**config.mk**
```make
export PLATFORM = sky130hd
export DESIGN_NAME = rsadu_uart
export DESIGN_NICKNAME = d
export VERILOG_FILES = /design/src/hw/rsadu_pkg.sv /design/src/hw/rsadu_fifo.sv /design/src/hw/rsadu_uart.sv
export SDC_FILE = /design/constraint.sdc
export NUM_CORES = 1
export LEC_CHECK = 0
export BUFFER_PORTS_ARGS = -buffer_cell sky130_fd_sc_hd__buf_4
export CAP_MARGIN = 10
export CORE_ASPECT_RATIO = 0.75
export CORE_MARGIN = 2
export CORE_UTILIZATION = 35
export DETAILED_ROUTE_END_ITERATION = 10
export GPL_TIMING_DRIVEN = 0
export PLACE_DENSITY = 0.47
export SLEW_MARGIN = 0
export SYNTH_ARGS = -nofsm -noshare
export SYNTH_HDL_FRONTEND = slang
export SYNTH_SLANG_ARGS = --single-unit
```
**constraint.sdc**
```tcl
create_clock -name mclk_i -period 4.34 [get_ports mclk_i]
set_input_delay 0 -clock mclk_i [delete_from_list [all_inputs] [get_ports mclk_i]]
set_output_delay 0 -clock mclk_i [all_outputs]
set_load 0.03 [all_outputs]
```
**src/hw/rsadu_pkg.sv**
```systemverilog
package rsadu_pkg;

  // ----------------------------------------------------------------------
  // Clocking and reference generation
  // ----------------------------------------------------------------------
  // System clock rate in hertz.
  localparam longint MCLK_HZ = 64'd250_000_000;
  // Standard and fourfold UART reference clock rates in hertz.
  localparam longint REF_STD_HZ = 64'd1_843_200;
  localparam longint REF_FAST_HZ = 64'd7_372_800;
  // Highest supported baud rates in each reference range.
  localparam longint MAX_BAUD_STD = 64'd115_200;
  localparam longint MAX_BAUD_FAST = 64'd460_800;
  // Phase accumulator width and the per-cycle increments for each range.
  localparam int ACC_W = 24;
  localparam logic [23:0] ACC_INC_STD = 24'((REF_STD_HZ << ACC_W) / MCLK_HZ);
  localparam logic [23:0] ACC_INC_FAST = 24'((REF_FAST_HZ << ACC_W) / MCLK_HZ);

  // ----------------------------------------------------------------------
  // Buffers
  // ----------------------------------------------------------------------
  // Each direction stores sixteen bytes, plus one more in the buffer's output register.
  localparam int FIFO_DEPTH = 16;
  localparam logic [4:0] FIFO_FULL = 5'h10;

  // ----------------------------------------------------------------------
  // Character framing
  // ----------------------------------------------------------------------
  // Sixteen baud ticks per bit; the start bit is checked at mid-bit.
  localparam logic [5:0] OVS_LAST = 6'h0f;
  localparam logic [5:0] HALF_LAST = 6'h07;
  localparam logic [5:0] BIT_TICKS = 6'h10;
  localparam logic [5:0] STOP_1 = 6'h10;
  localparam logic [5:0] STOP_15 = 6'h18;
  localparam logic [5:0] STOP_2 = 6'h20;
  // Index of the last data bit for the shortest (five bit) word.
  localparam logic [2:0] WORD_MIN_LAST = 3'h4;
  // Line control field positions, laid out as in the classic port.
  localparam int LCR_WLS = 0;
  localparam int LCR_STB = 2;
  localparam int LCR_PEN = 3;
  localparam int LCR_EPS = 4;

  // ----------------------------------------------------------------------
  // State machines
  // ----------------------------------------------------------------------
  typedef enum logic [2:0] {TX_IDLE, TX_START, TX_DATA, TX_PAR, TX_STOP} rsadu_tx_e;
  typedef enum logic [2:0] {RX_IDLE, RX_START, RX_DATA, RX_PAR, RX_STOP} rsadu_rx_e;

  // Length of the stop interval in ticks; 1.5 bits only for five-bit words.
  function automatic logic [5:0] stop_ticks(input logic [4:0] lcr);
    if (!lcr[LCR_STB]) begin
      return STOP_1;
    end
    return (lcr[LCR_WLS+:2] == 2'h0) ? STOP_15 : STOP_2;
  endfunction

  // Whole character time in ticks: start, data, parity and stop.
  function automatic logic [8:0] char_ticks(input logic [4:0] lcr);
    logic [3:0] nbits;
    nbits = 4'h1 + 4'h5 + {2'h0, lcr[LCR_WLS+:2]} + {3'h0, lcr[LCR_PEN]};
    return {1'b0, nbits, 4'h0} + {3'h0, stop_ticks(lcr)};
  endfunction

endpackage

```
**src/hw/rsadu_fifo.sv**
```systemverilog
`timescale 1ns/1ps
module rsadu_fifo
  import rsadu_pkg::*;
(
  // Clock and reset.
  input wire logic mclk_i,
  input wire logic reset_i,
  // Filling side.
  input wire logic in_valid_i,
  input wire logic [7:0] in_data_i,
  output logic in_ready_o,
  // Draining side.
  output logic out_valid_o,
  output logic [7:0] out_data_o,
  input wire logic out_ready_i
);

  // ----------------------------------------------------------------------
  // State
  // ----------------------------------------------------------------------
  // Storage, pointers, fill count and the registered output word.
  typedef struct packed {
    logic [FIFO_DEPTH-1:0][7:0] mem;
    logic [3:0] wp;
    logic [3:0] rp;
    logic [4:0] cnt;
    logic ov;
    logic [7:0] dout;
  } rsadu_fifo_s;

  rsadu_fifo_s r;
  rsadu_fifo_s next_r;

  assign in_ready_o = (r.cnt != FIFO_FULL);
  assign out_valid_o = r.ov;
  assign out_data_o = r.dout;

  // Move a word to the output register whenever it is free or being taken.
  always_comb begin
    logic push;
    logic pop;
    push = 1'b0;
    pop = 1'b0;
    next_r = r;
    pop = (r.cnt != 5'h00) && (!r.ov || out_ready_i);
    push = in_valid_i && in_ready_o;
    if (pop) begin
      next_r.dout = r.mem[r.rp];
      next_r.ov = 1'b1;
      next_r.rp = r.rp + 4'h1;
    end else if (out_ready_i) begin
      next_r.ov = 1'b0;
    end
    if (push) begin
      next_r.mem[r.wp] = in_data_i;
      next_r.wp = r.wp + 4'h1;
    end
    next_r.cnt = r.cnt + {4'h0, push} - {4'h0, pop};
  end

  // Register the whole state.
  always_ff @(posedge mclk_i) begin
    if (reset_i) begin
      r <= '0;
    end else begin
      r <= next_r;
    end
  end
endmodule // rsadu_fifo

```
**src/hw/rsadu_uart.sv**
```systemverilog
//Contract
//Driver enabled as soon as data pending.
//Driver held one extra character time.
//Receiver on, except while driver enabled; the code gates it off only in RS485 mode and keeps it on in RS422.
//Hold-over follows the programmed character framing.
//Sixteen byte transmit and receive buffers.
//Line control laid out like classic port.
//Standard reference supports up to 115200 baud.
//Fast reference supports up to 460800 baud.
//Host programs divisor; hardware applies it.
//Half duplex never transmits and receives together.
//Reference is 1.8432 or 7.3728 MHz.
//Strap selects RS422 or RS485 line mode.
//Five to eight bits, parity, stops.
//Hold-over starts when buffer and shifter empty.
`timescale 1ns/1ps
module rsadu_uart
  import rsadu_pkg::*;
(
  // Clock and reset.
  input wire logic mclk_i,
  input wire logic reset_i,
  // Transmit byte stream from the host.
  input wire logic tx_valid_i,
  input wire logic [7:0] tx_data_i,
  output logic tx_ready_o,
  // Receive byte stream to the host.
  output logic rx_valid_o,
  output logic [7:0] rx_data_o,
  input wire logic rx_ready_i,
  // Configuration from host software.
  input wire logic [15:0] divisor_i,
  input wire logic [4:0] line_ctrl_i,
  // Board straps.
  input wire logic ref_clock_range_select_i,
  input wire logic mode_rs485_i,
  // Line transceiver.
  output logic txd_o,
  input wire logic rxd_i,
  output logic drv_en_o,
  output logic rcv_en_o,
  // Receive status pulses.
  output logic parity_err_o,
  output logic frame_err_o,
  output logic overrun_o
);

  // ----------------------------------------------------------------------
  // State
  // ----------------------------------------------------------------------
  typedef struct packed {
    logic rng_s1;          // Range strap, first sync stage.
    logic rng_s2;          // Range strap, synchronised.
    logic mode_s1;         // Line mode strap, first sync stage.
    logic mode_s2;         // Line mode strap, synchronised.
    logic [23:0] acc;      // Reference phase accumulator.
    logic [15:0] dcnt;     // Divisor countdown.
    logic tick;            // Sixteen-times-baud pulse.
    rsadu_tx_e tx_st;      // Transmit sequencer.
    logic [5:0] tx_tk;     // Ticks within the current transmit bit.
    logic [2:0] tx_bit;    // Transmit data bit index.
    logic [7:0] tx_sh;     // Transmit shifter.
    logic tx_par;          // Running transmit parity.
    logic txd;             // Registered line output.
    logic [8:0] hold;      // Driver hold-over ticks remaining.
    logic rx_s1;           // Line input, first sync stage.
    logic rx_s2;           // Line input, synchronised.
    logic rx_s3;           // Delayed copy for edge detection.
    rsadu_rx_e rx_st;      // Receive sequencer.
    logic [5:0] rx_tk;     // Ticks within the current receive bit.
    logic [2:0] rx_bit;    // Receive data bit index.
    logic [7:0] rx_sh;     // Receive shifter.
    logic rx_par;          // Running receive parity.
    logic rx_push;         // One-cycle push into the receive buffer.
    logic [7:0] rx_data;   // Word being pushed.
    logic perr;            // Parity error pulse.
    logic ferr;            // Framing error pulse.
    logic ovr;             // Overrun pulse.
  } rsadu_uart_s;

  rsadu_uart_s r;
  rsadu_uart_s next_r;

  // Buffer handshakes.
  logic tx_ov;
  logic [7:0] tx_od;
  logic tx_take;
  logic rx_in_ready;
  logic rxv;

  // ----------------------------------------------------------------------
  // Buffers
  // ----------------------------------------------------------------------
  // Each direction has its own buffer; a received word that finds its buffer full is dropped.
  // buffer instances
  rsadu_fifo u_tx_fifo (
    .mclk_i(mclk_i),
    .reset_i(reset_i),
    .in_valid_i(tx_valid_i),
    .in_data_i(tx_data_i),
    .in_ready_o(tx_ready_o),
    .out_valid_o(tx_ov),
    .out_data_o(tx_od),
    .out_ready_i(tx_take)
  );

  rsadu_fifo u_rx_fifo (
    .mclk_i(mclk_i),
    .reset_i(reset_i),
    .in_valid_i(r.rx_push),
    .in_data_i(r.rx_data),
    .in_ready_o(rx_in_ready),
    .out_valid_o(rx_valid_o),
    .out_data_o(rx_data_o),
    .out_ready_i(rx_ready_i)
  );

  // The shifter takes a word only while idle.
  assign tx_take = (r.tx_st == TX_IDLE) && tx_ov;

  // Direction control is decoded from registered state only.
  // pending data drives
  assign drv_en_o = (r.tx_st != TX_IDLE) || tx_ov || (r.hold != 9'h000);
  // receiver gated off
  // RS422 keeps receiver
  assign rcv_en_o = !r.mode_s2 || !drv_en_o;
  // A gated receiver sees an idle line, so it cannot start a frame.
  assign rxv = rcv_en_o ? r.rx_s2 : 1'b1;

  assign txd_o = r.txd;
  assign parity_err_o = r.perr;
  assign frame_err_o = r.ferr;
  assign overrun_o = r.ovr;

  // ----------------------------------------------------------------------
  // Next-state logic
  // ----------------------------------------------------------------------
  always_comb begin
    logic ref_tick;
    logic [24:0] sum;
    logic [2:0] last;
    ref_tick = 1'b0;
    sum = 25'h0;
    last = WORD_MIN_LAST + {1'b0, line_ctrl_i[LCR_WLS+:2]};
    next_r = r;
    next_r.rng_s1 = ref_clock_range_select_i;
    next_r.rng_s2 = r.rng_s1;
    next_r.mode_s1 = mode_rs485_i;
    next_r.mode_s2 = r.mode_s1;
    next_r.rx_s1 = rxd_i;
    next_r.rx_s2 = r.rx_s1;
    next_r.rx_s3 = r.rx_s2;
    next_r.rx_push = 1'b0;
    next_r.perr = 1'b0;
    next_r.ferr = 1'b0;
    next_r.ovr = 1'b0;

    // The accumulator stands in for the oscillator; its carry is a reference edge.
    // reference rate select
    // fourfold range
    sum = {1'b0, r.acc} + {1'b0, (r.rng_s2 ? ACC_INC_FAST : ACC_INC_STD)};
    next_r.acc = sum[23:0];
    ref_tick = sum[24];

    // A divisor of zero behaves as one rather than stopping the port.
    // divisor applied
    // standard range
    next_r.tick = 1'b0;
    if (ref_tick) begin
      if (r.dcnt <= 16'h0001) begin
        next_r.dcnt = divisor_i;
        next_r.tick = 1'b1;
      end else begin
        next_r.dcnt = r.dcnt - 16'h0001;
      end
    end

    // Transmit sequencer.
    // framing options
    // classic control layout
    case (r.tx_st)
      TX_IDLE: begin
        if (tx_take) begin
          next_r.tx_sh = tx_od;
          next_r.tx_st = TX_START;
          next_r.tx_tk = 6'h00;
          next_r.tx_par = !line_ctrl_i[LCR_EPS];
          next_r.hold = 9'h000;
        end
      end
      TX_START: begin
        if (r.tick) begin
          next_r.tx_tk = r.tx_tk + 6'h01;
          if (r.tx_tk == OVS_LAST) begin
            next_r.tx_tk = 6'h00;
            next_r.tx_bit = 3'h0;
            next_r.tx_st = TX_DATA;
          end
        end
      end
      TX_DATA: begin
        if (r.tick) begin
          next_r.tx_tk = r.tx_tk + 6'h01;
          if (r.tx_tk == OVS_LAST) begin
            next_r.tx_tk = 6'h00;
            next_r.tx_par = r.tx_par ^ r.tx_sh[0];
            next_r.tx_sh = {1'b0, r.tx_sh[7:1]};
            next_r.tx_bit = r.tx_bit + 3'h1;
            if (r.tx_bit == last) begin
              next_r.tx_st = line_ctrl_i[LCR_PEN] ? TX_PAR : TX_STOP;
            end
          end
        end
      end
      TX_PAR: begin
        if (r.tick) begin
          next_r.tx_tk = r.tx_tk + 6'h01;
          if (r.tx_tk == OVS_LAST) begin
            next_r.tx_tk = 6'h00;
            next_r.tx_st = TX_STOP;
          end
        end
      end
      TX_STOP: begin
        if (r.tick) begin
          next_r.tx_tk = r.tx_tk + 6'h01;
          if (r.tx_tk == stop_ticks(line_ctrl_i) - 6'h01) begin
            next_r.tx_st = TX_IDLE;
            // empty starts hold
            // rate-scaled hold
            if (!tx_ov) begin
              next_r.hold = char_ticks(line_ctrl_i);
            end
          end
        end
      end
      default: begin
        next_r.tx_st = TX_IDLE;
      end
    endcase

    // Hold-over counts in baud ticks, so it tracks every divisor.
    // extra character time
    if (r.tick && (r.hold != 9'h000) && (next_r.hold == r.hold)) begin
      next_r.hold = r.hold - 9'h001;
    end

    case (next_r.tx_st)
      TX_START: next_r.txd = 1'b0;
      TX_DATA: next_r.txd = next_r.tx_sh[0];
      TX_PAR: next_r.txd = next_r.tx_par;
      default: next_r.txd = 1'b1;
    endcase

    // Receive sequencer; samples are taken at mid-bit.
    case (r.rx_st)
      RX_IDLE: begin
        if (r.rx_s3 && !rxv) begin
          next_r.rx_st = RX_START;
          next_r.rx_tk = 6'h00;
        end
      end
      RX_START: begin
        if (r.tick) begin
          next_r.rx_tk = r.rx_tk + 6'h01;
          if (r.rx_tk == HALF_LAST) begin
            // A start bit that is gone by mid-bit was a glitch.
            next_r.rx_st = rxv ? RX_IDLE : RX_DATA;
            next_r.rx_tk = 6'h00;
            next_r.rx_bit = 3'h0;
            next_r.rx_par = !line_ctrl_i[LCR_EPS];
          end
        end
      end
      RX_DATA: begin
        if (r.tick) begin
          next_r.rx_tk = r.rx_tk + 6'h01;
          if (r.rx_tk == OVS_LAST) begin
            next_r.rx_tk = 6'h00;
            next_r.rx_sh = {rxv, r.rx_sh[7:1]};
            next_r.rx_par = r.rx_par ^ rxv;
            next_r.rx_bit = r.rx_bit + 3'h1;
            if (r.rx_bit == last) begin
              next_r.rx_st = line_ctrl_i[LCR_PEN] ? RX_PAR : RX_STOP;
            end
          end
        end
      end
      RX_PAR: begin
        if (r.tick) begin
          next_r.rx_tk = r.rx_tk + 6'h01;
          if (r.rx_tk == OVS_LAST) begin
            next_r.rx_tk = 6'h00;
            next_r.perr = rxv ^ r.rx_par;
            next_r.rx_st = RX_STOP;
          end
        end
      end
      RX_STOP: begin
        if (r.tick) begin
          next_r.rx_tk = r.rx_tk + 6'h01;
          if (r.rx_tk == OVS_LAST) begin
            next_r.rx_st = RX_IDLE;
            next_r.ferr = !rxv;
            next_r.rx_push = 1'b1;
            next_r.rx_data = r.rx_sh >> (2'h3 - line_ctrl_i[LCR_WLS+:2]);
          end
        end
      end
      default: begin
        next_r.rx_st = RX_IDLE;
      end
    endcase

    // half duplex exclusion
    if (!rcv_en_o) begin
      next_r.rx_st = RX_IDLE;
    end

    // A word pushed into a full buffer is dropped and flagged.
    next_r.ovr = r.rx_push && !rx_in_ready;
  end

  // Register the whole state; the line rests high out of reset.
  always_ff @(posedge mclk_i) begin
    if (reset_i) begin
      r <= '0;
      r.txd <= 1'b1;
      r.rx_s1 <= 1'b1;
      r.rx_s2 <= 1'b1;
      r.rx_s3 <= 1'b1;
    end else begin
      r <= next_r;
    end
  end
endmodule // rsadu_uart

```
# Word-level counts from Yosys, hierarchy flattened
# Cells that the tools add are included.
[classes]
reduce_logical = 50
muxes = 76
shifts = 1
div = 0
bitwise_logic = 8
n_eq_ne = 37
order_cmp = 7
n_addsub = 21
mul = 0
[op_table]
columns = ["operator", "n"]
rows = [
  ["$bwmux W128", 2],
  ["$mux W9", 15],
  ["$mux W21", 4],
  ["$bmux W8 S4", 2],
  ["$demux W8 S4", 2],
  ["$mux W6", 10],
  ["$pmux W6 S5", 2],
  ["$mux W12", 4],
  ["$pmux W9 S2", 2],
  ["$mux W8", 4],
  ["$ne A2 B2 Y1 const B", 16],
  ["$pmux W3 S5", 2],
  ["$add A24 B19 Y25", 1],
  ["$lt A4 B5 Y1 const B", 4],
  ["$reduce_bool A5 Y1", 4],
  ["$mux W19", 1],
  ["$eq A3 B2 Y1 const B", 6],
  ["$add A4 B1 Y4 const B", 4],
  ["$le A16 B1 Y1 const B", 1],
  ["$mux W16", 1],
  ["$sub A16 B1 Y16 const B", 1],
  ["$mux W1", 15],
  ["$mux W3", 5],
  ["$add A6 B1 Y6 const B", 2],
  ["43 further kinds", 90],
]
[totals]
latchBits = 0
output_inout_bits = 16
mem_bits_rw = 0
regBits = 412
memories = 0
elab_cells = 270
rom_bits = 0

# Longest topological paths before layout
# Gate-level depths: netlist of run 1.
[logic_depth]
ltp_word = 24
depth_mapped = 15

# Modules after synthesis
# From an unflattened synthesis of run 1, not the netlist that was laid out.
[hier_totals]
hier_cells = 2004
area_unflattened_um2 = 19965.4
[modules_own_cells]
columns = ["mod", "area_per_inst_um2", "instances", "seq_area_each_um2", "cells_per_inst"]
rows = [
  ["rsadu_fifo at u_rx_fifo", 6824.0, 1, 3002.9, 612],
  ["rsadu_fifo at u_tx_fifo", 6761.5, 1, 3002.9, 611],
  ["rsadu_uart", 6379.9, 1, 2242.2, 781],
]

# Least setup slack after synthesis of run 1
# No wires, ideal clock.
[synth_path]
path_kind = "input port to flip-flop"
start = "input port line_ctrl_i[0]"
end = "register r[39] (netlist name)"
cell_stages = 14
path_buffers = 2
setup_time_ps = 79
slack_ps = 1325
t_required_ps = 4261
t_arrival_ps = 2936
cell_sequence = "buf_2 > buf_1 > o21a_1 > inv_1 > ha_1 > inv_1 > fa_1 > xor2_1 > nor2_1 > a2111oi_2 > o221ai_4 > a21oi_4 > mux2_1 > a211oi_2"
[synth_via]
elab_chain_cells = 15
word_cells_on_any_way = 22
[synth_rtl]
columns = ["element", "line", "text"]
rows = [
  ["start, declared", "rsadu_uart.sv:33", "input wire logic [4:0] line_ctrl_i,"],
  ["parallel branches: the longest is 9 deep, another holds $add A8 B6 Y9", "n/a", ""],
  ["$mux W9 (*)", "rsadu_uart.sv:227", "if (r.tx_tk == stop_ticks(line_ctrl_i) - 6'h01) begin"],
  ["$mux W9 (*)", "rsadu_uart.sv:225", "if (r.tick) begin"],
  ["$pmux W9 S2 (*)", "rsadu_uart.sv:181", "case (r.tx_st)"],
  ["$eq A9 B9 Y1", "rsadu_uart.sv:244", "if (r.tick && (r.hold != 9'h000) && (next_r.hold == r.hold)) begin"],
  ["$logic_and A1 B1 Y1", "rsadu_uart.sv:244", ""],
  ["$mux W9 (*)", "rsadu_uart.sv:244", ""],
  ["end signal, assigned", "rsadu_uart.sv:333", "r <= next_r;"],
  ["end, declared", "rsadu_uart.sv:81", "rsadu_uart_s r;"],
]
# Mark *: on every way between the ends. The select of a mux whose other input is x is not followed.
# A chain may end at the register's enable or synchronous reset.

# Worst setup path after layout of run 1
[layout_path]
start = "register r[110] (netlist name)"
end = "register r[70] (netlist name)"
[layout_via]
elab_chain_cells = 2
[layout_rtl]
columns = ["element", "line", "text"]
rows = [
  ["$mux W19", "rsadu_uart.sv:161", "sum = {1'b0, r.acc} + {1'b0, (r.rng_s2 ? ACC_INC_FAST : ACC_INC_STD)};"],
  ["$add A24 B19 Y25", "rsadu_uart.sv:161", ""],
]
# Every way passes these cells.

==> run summary, run 1 <==
Area contributors post-synth: dfxtp_1 43%, mux2i_1 9.7%, mux4_2 9.3%
H-Tree Depth: 2
Final min period: 4080 ps
warnings from Yosys: 0
Nets: 2,286
Post-synth EDFFs: 0
static leakage: 9.25 nW
endpoints failing setup: 0
required time of the critical path: 4820 ps
Critical Path AT: 4570 ps
Syn Inst Count: 2,075
total negative slack for setup checks: 0 ps
share of cells above drive strength 1: 11.1%
Synth area leader: dfxtp_1
critical path, cell by cell: inv_1, ha_1, fa_1, o31ai_1, a21oi_1, o211ai_1, a2111oi_0, or2_1, o21ai_0, a31o_1, dlygate4sd3_1
worst-margin pin slew: 1160 ps
Row Count: 74
total die area: 57,200 um^2
max-capacitance violation count: 0
maximum number of pins on one net before global-route repair: 14
CTS tree: yes
insertion delay to the later sink of the worst-skew pair: 600 ps
worst voltage drop across the vdd grid: 282 uV
nature of the critical path startpoint: flip-flop
#FFs+latches synth: 412
most instantiated flip-flop cell in the synthesis netlist: dfxtp_1
highest clock frequency the design can meet: 245 MHz
vias per std cell: 5.37
Min-Delay Path Class: in -> reg
GR Overflow Total: 0
headroom to the max-slew limit: 22.3%
GRT Util Overall: 20.4%
Total Wirelength: 58.5 mm
Vert. Die Dim: 208 um
top library cells by usage in the layout, fill and taps aside: 412 x dfxtp_1, 299 x nor2_1, 188 x mux2i_1
Area growth syn-to-layout: 16.6%
Sinks on Clock Net: 412
CP max stage cell: a2111oi_0
Synth Area per Inst: 9.32 um^2
endpoint class of the critical path: flip-flop
final critical-path share of the clock period: 94.1%
Routed WL per cell: 19.8 um
maximum count of clock buffers along a single path: 3
sum of net half-perimeters after detailed placement: 41.8 mm
Setup CP Type: reg -> reg
placeable core region: 54,500 um^2
Placement Cell Area: 20,600 um^2
1st-iter DRT viols: 1,320
total clock buffers created by CTS: 46
top cell type's share of synthesized area: 42.7%
family of cells with the greatest summed delay on the critical path: compound AO/OA/AOI/OAI gates
area of the mapped netlist: 19,300 um^2
count of pins on the block boundary: 52
proportion of synthesized chip area in sequential cells: 42.7%
Pre-antenna DRT Iters: 5
clk slew on worst S/H paths: 60 ps
via count of the first global-routing pass: 14,886
run status: completed
Root Driver: clkbuf_16
number of hold violations in the final report: 0
CP peak stage delay: 970 ps
die span in x: 275 um
final weighted congestion in routability-driven placement: 0.863
Initial Util: 35.4%
power density over the cells: 467 nW/um^2
DRT antenna net count: 0
final instance area: 22,500 um^2
total number of vias: 15,877
antenna violations before repair: 1
CP Max Fanout: 7
DP Cell Count: 2,839
commonest non-fill, non-tap cell in the layout: dfxtp_1
first-pass GRT wire length: 90.3 mm
total buffers and inverters traversed by the critical path: 2
number of nets produced by synthesis: 2,160
post-synthesis cell type count: 87
clk_skew: 26.7 ps
final instance count without filler cells: 2,959
share of synthesized registers carrying an async set or reset: 0%
count of port buffers added during placement: 42
unrepaired setup endpoints after global routing: false
final slew viol count: 0
DRC violations left: 0
[layout make-up]
cell class | instances | area [um^2]
buffer | 166 | 686
multi-input combinational | 1443 | 10200
fill | 5352 | 32000
timing repair buffer | 78 | 671
clock buffer | 65 | 1330
inverter | 54 | 203
clock inverter | 18 | 294
antenna | 1 | 2.50
sequential | 412 | 8250
tap | 722 | 903
[synth_stat cells, types with 14 or more instances]
library cell / instances
o21ai_1: 18
xnor2_1: 21
nor2b_1: 19
clkbuf_1: 125
xor2_1: 28
a211oi_1: 14
nand3_1: 123
mux2i_1: 188
nor3_1: 28
o21ai_0: 30
nor2_1: 300
a21oi_1: 165
inv_1: 53
nand4_1: 15
dfxtp_1: 412
mux4_2: 80
buf_1: 17
ha_1: 45
nand2_1: 186
[flip-flops by register name (all words and copies together), names as in the netlist]
register	cells
frame_err_o	1
next_r	4
overrun_o	1
parity_err_o	1
r	104
txd_o	1
u_rx_fifo.out_data_o	8
u_rx_fifo.out_valid_o	1
u_rx_fifo.r	141
u_tx_fifo.out_data_o	8
u_tx_fifo.out_valid_o	1
u_tx_fifo.r	141
[where the power goes]
group / switching [W] / leakage [nW] / internal, W
clock: 0.00168 / 0.799 / 0.00256
sequential: 0.000120 / 3.33 / 0.00397
combinational: 0.00135 / 5.12 / 0.000852
total: 0.00314 / 9.25 / 0.00738
[tightest hold or removal path, delay by kind of cell]
family	cells	cell delay, ps
buf+inv	2	640
simple gates	1	80
[logic make-up after synthesis]
logic type | count (synthesis) | share of synthesized area, %
flip-flops | 412 | 42.7
AND/OR/NAND/NOR | 762 | 17.9
AO/OA/AOI/OAI | 306 | 9.72
buffers and inverters | 220 | 4.60
multiplexers | 277 | 19.6
XOR/XNOR | 49 | 2.22
adder cells (fa/ha/maj) | 49 | 3.33
[per-layer routing]
metal / part of all wire [%] / track usage (%) / vias up
met2: 41 / 28.6 / 399
met4: 1.9 / 4.77 / 0
met3: 6.0 / 3.49 / 72
met5: 0 / 0 / -
li1: - / - / 7574
met1: 51 / 32.1 / 7832
[through the flow]
| stage | util [%] | setup WS (ps) | hold slack [ps] | power, W |
|---|---|---|---|---|
| 3_5_place_dp | 37.7 | 595 | 190 | 0.00634 |
| 2_1_floorplan | - | 1320 | 104 | 0.00572 |
| 6_report | 41.3 | 255 | 168 | 0.0105 |
| 5_1_grt | 41.3 | 81.9 | 158 | 0.0110 |
| 3_3_place_gp | 37.7 | 562 | 190 | 0.00632 |
| 4_1_cts | 41.3 | 12.1 | 130 | 0.0106 |
[timing repair]
item                                   CTS  global route
resized for setup                        0             1
endpoints found under the hold margin   87             0
hold buffers                            34             0
buffers inserted                         0             2
setup endpoints to repair                0             1
[worst paths after layout]
kind | startpoint | end | slack [ps] | cells past startpoint
setup / recovery | r[110]$_SDFF_PP0_ | r[70]$_SDFFE_PP0N_ | 260 | 11
hold / removal | rxd_i | next_r[34]$_SDFF_PP1_ | 170 | 3
setup reg to reg | r[110]$_SDFF_PP0_ | r[70]$_SDFFE_PP0N_ | 260 | 11
hold reg to reg | next_r[34]$_SDFF_PP1_ | next_r[33]$_SDFF_PP1_ | 420 | 1
(Power assumes the default switching activity.)
==> run 2, diff against run 1 <==
- SYNTH_HIERARCHICAL: unset -> 1
==> run summary, run 2 <==
run status: completed
top cell type's share of synthesized area: 41.3% (-1.4 points)
count of port buffers added during placement: 49 (+17%)
CP Max Fanout: 10 (+3)
CP max stage cell: dfxtp_1
GRT Util Overall: 19.3% (-1.2 points)
top library cells by usage in the layout, fill and taps aside: 412 x dfxtp_1, 365 x nor2_1, 296 x mux2i_1
maximum count of clock buffers along a single path: 3 (unchanged)
required time of the critical path: 4830 ps (about the same)
count of buffers added by post-CTS timing repair for setup: 0 (unchanged)
total number of vias: 15,365 (-3.2%)
total die area: 59,000 um^2 (+3.2%)
number of nets produced by synthesis: 2,089 (-3.3%)
post-cts sizing count: 0 (unchanged)
Nets: 2,218 (-3.0%)
startpoint of the lowest-slack register-to-register path: r[110]$_SDFF_PP0_
Synth Area per Inst: 9.96 um^2 (+6.9%)
Area growth syn-to-layout: 16.0%
largest registers: u_rx_fifo/r x141, u_tx_fifo/r x141, r x104
via count of the first global-routing pass: 14,739 (-0.99%)
count of pins on the block boundary: 52 (unchanged)
nature of the critical path startpoint: flip-flop
CTS tree: yes
clk slew on worst S/H paths: 60 ps (about the same)
Area contributors post-synth: dfxtp_1 41%, mux2i_1 15%, nor2_1 6.9%
vias per std cell: 5.30 (-1.3%)
warnings from Yosys: 6 (+6)
Setup CP Type: reg -> reg
CP peak stage delay: 540 ps (-430 ps)
Syn Inst Count: 2,004 (-3.4%)
highest clock frequency the design can meet: 256 MHz (+4.7%)
utilization after layout: 41.3% (-0.052 points)
1st-iter DRT viols: 1,176 (-11%)
Synth area leader: dfxtp_1
Vert. Die Dim: 211 um (+1.6%)
endpoints failing setup: 0 (unchanged)
Sinks on Clock Net: 412 (unchanged)
Final min period: 3900 ps (-183 ps)
Routed WL per cell: 19.6 um (-1.2%)
DP Cell Count: 2,784 (-1.9%)
Post-synth EDFFs: 0 (unchanged)
Seq. cell area: 8250 um^2 (unchanged)
Hold Crit Start: reset_i
clk_skew: 35.2 ps (+8.44 ps)
unrepaired setup endpoints after global routing: false
Total Wirelength: 56.7 mm (-3.1%)
DRC violations left: 0 (unchanged)
Root Driver: clkbuf_16
static leakage: 10.2 nW (+10%)
insertion delay to the later sink of the worst-skew pair: 600 ps (about the same)
max-capacitance violation count: 0 (unchanged)
final slew viol count: 0 (unchanged)
first-pass GRT wire length: 88.4 mm (-2.1%)
worst-margin pin slew: 931 ps (-231 ps)
count of filler cells inserted in the layout: 5,552 (+3.7%)
number of hold violations in the final report: 0 (unchanged)
final weighted congestion in routability-driven placement: 0.838 (-2.9%)
DRT antenna net count: 0 (unchanged)
proportion of synthesized chip area in sequential cells: 41.3% (-1.4 points)
share of cells above drive strength 1: 14.6% (+3.5 points)
commonest non-fill, non-tap cell in the layout: dfxtp_1
placeable core region: 56,100 um^2 (+2.9%)
endpoint class of the critical path: flip-flop
total clock buffers created by CTS: 46 (unchanged)
area of the mapped netlist: 20,000 um^2 (+3.3%)
sum of net half-perimeters after detailed placement: 40.2 mm (-3.7%)
power density over the cells: 451 nW/um^2 (-3.4%)
multi-input combinational cell area: 10,800 um^2 (+5.5%)
antenna violations before repair: 0 (-1)
post-synthesis cell type count: 92 (+5.7%)
final critical-path share of the clock period: 89.9% (-4.2 points)
Critical Path AT: 4390 ps (-180 ps)
#FFs+latches synth: 412 (unchanged)
headroom to the max-slew limit: 37.9% (+16 points)
most instantiated flip-flop cell in the synthesis netlist: dfxtp_1
final instance count without filler cells: 2,900 (-2.0%)
maximum number of pins on one net before global-route repair: 14 (unchanged)
H-Tree Depth: 2 (unchanged)
GR Overflow Total: 0 (unchanged)
top-count cell post-synth: dfxtp_1
number of diodes added for antenna fixing: 0 (-1)
Min-Delay Path Class: in -> reg
Row Count: 75 (+1.4%)
Pre-antenna DRT Iters: 6 (+1)
number of hold buffers added after cts: 32 (-5.9%)
die span in x: 280 um (+1.6%)
share of synthesized registers carrying an async set or reset: 0% (unchanged)
critical path launch point: r[110]$_SDFF_PP0_
Initial Util: 35.6% (+0.13 points)
critical path, cell by cell: inv_1, ha_1, fa_1, o31a_1, nand2b_1, a311oi_1, nor3_1, a21oi_1, buf_2, nor2_1, a211oi_1
worst voltage drop across the vdd grid: 343 uV (+21%)
total negative slack for setup checks: 0 ps (unchanged)
most common library cells after synthesis: 412 x dfxtp_1, 365 x nor2_1, 296 x mux2i_1
[run 2: cell type report]
cell class                      instances  area share (%)
Buffer                                149            3.39
Clock buffer                           71            6.07
Clock inverter                         13           0.821
Inverter                               43           0.729
Multi-Input combinational cell       1400            46.5
Sequential cell                       412            35.6
Tap cell                              731            3.95
Timing Repair Buffer                   81            2.97
[run 2: power breakdown]
group          total [W]  internal (W)  switching, W
sequential       0.00408       0.00396      0.000122
clock            0.00410       0.00242       0.00168
combinational    0.00226      0.000928       0.00133
total             0.0104       0.00731       0.00313
[run 2: cells by family after synthesis]
| family | after synthesis | synth area share (%) |
|---|---|---|
| adders and majority gates | 49 | 3.22 |
| AOI/OAI and AO/OA | 236 | 8.01 |
| muxes | 369 | 22.8 |
| xor gates and xnor gates | 42 | 1.84 |
| and+or+nand+nor | 704 | 18.0 |
| DFF | 412 | 41.3 |
| buffers and inverters | 192 | 4.78 |
[run 2: worst paths after layout]
path	to	slack, ps	depth (start not counted)
max	r[75]$_SDFFE_PP0N_	440	11
min	u_tx_fifo/r[10]$_SDFF_PP0_	110	3
max reg2reg	r[75]$_SDFFE_PP0N_	440	11
min reg2reg	next_r[33]$_SDFF_PP1_	430	1
[run 2: layer usage]
metal,wire (um),vias to the layer above,GRT usage [%]
met5,0,-,0
met4,954,0,4.59
met3,3070,57,3.02
met2,22900,373,27.5
met1,29800,7510,29.9
li1,-,7425,-
[run 2: through the flow]
step | setup WS (ps) | area (um^2) | total power (W) | hold slack (ps)
floorplan | 1080 | 20000 | 0.00579 | 104
global placement | 487 | 21200 | 0.00637 | 193
detailed placement | 449 | 21200 | 0.00639 | 195
CTS | 420 | 23200 | 0.0106 | 62.9
global route | 142 | 23200 | 0.0110 | 134
finish | 438 | 23200 | 0.0104 | 110
[run 2: critical path, delay by kind of cell (launching register included)]
kind | cells | cell delay (ps)
AND/OR/NAND/NOR | 3 | 600
AO/OA/AOI/OAI | 4 | 1370
buffers and inverters | 2 | 550
flip-flops | 1 | 540
adder cells (fa/ha/maj) | 2 | 710
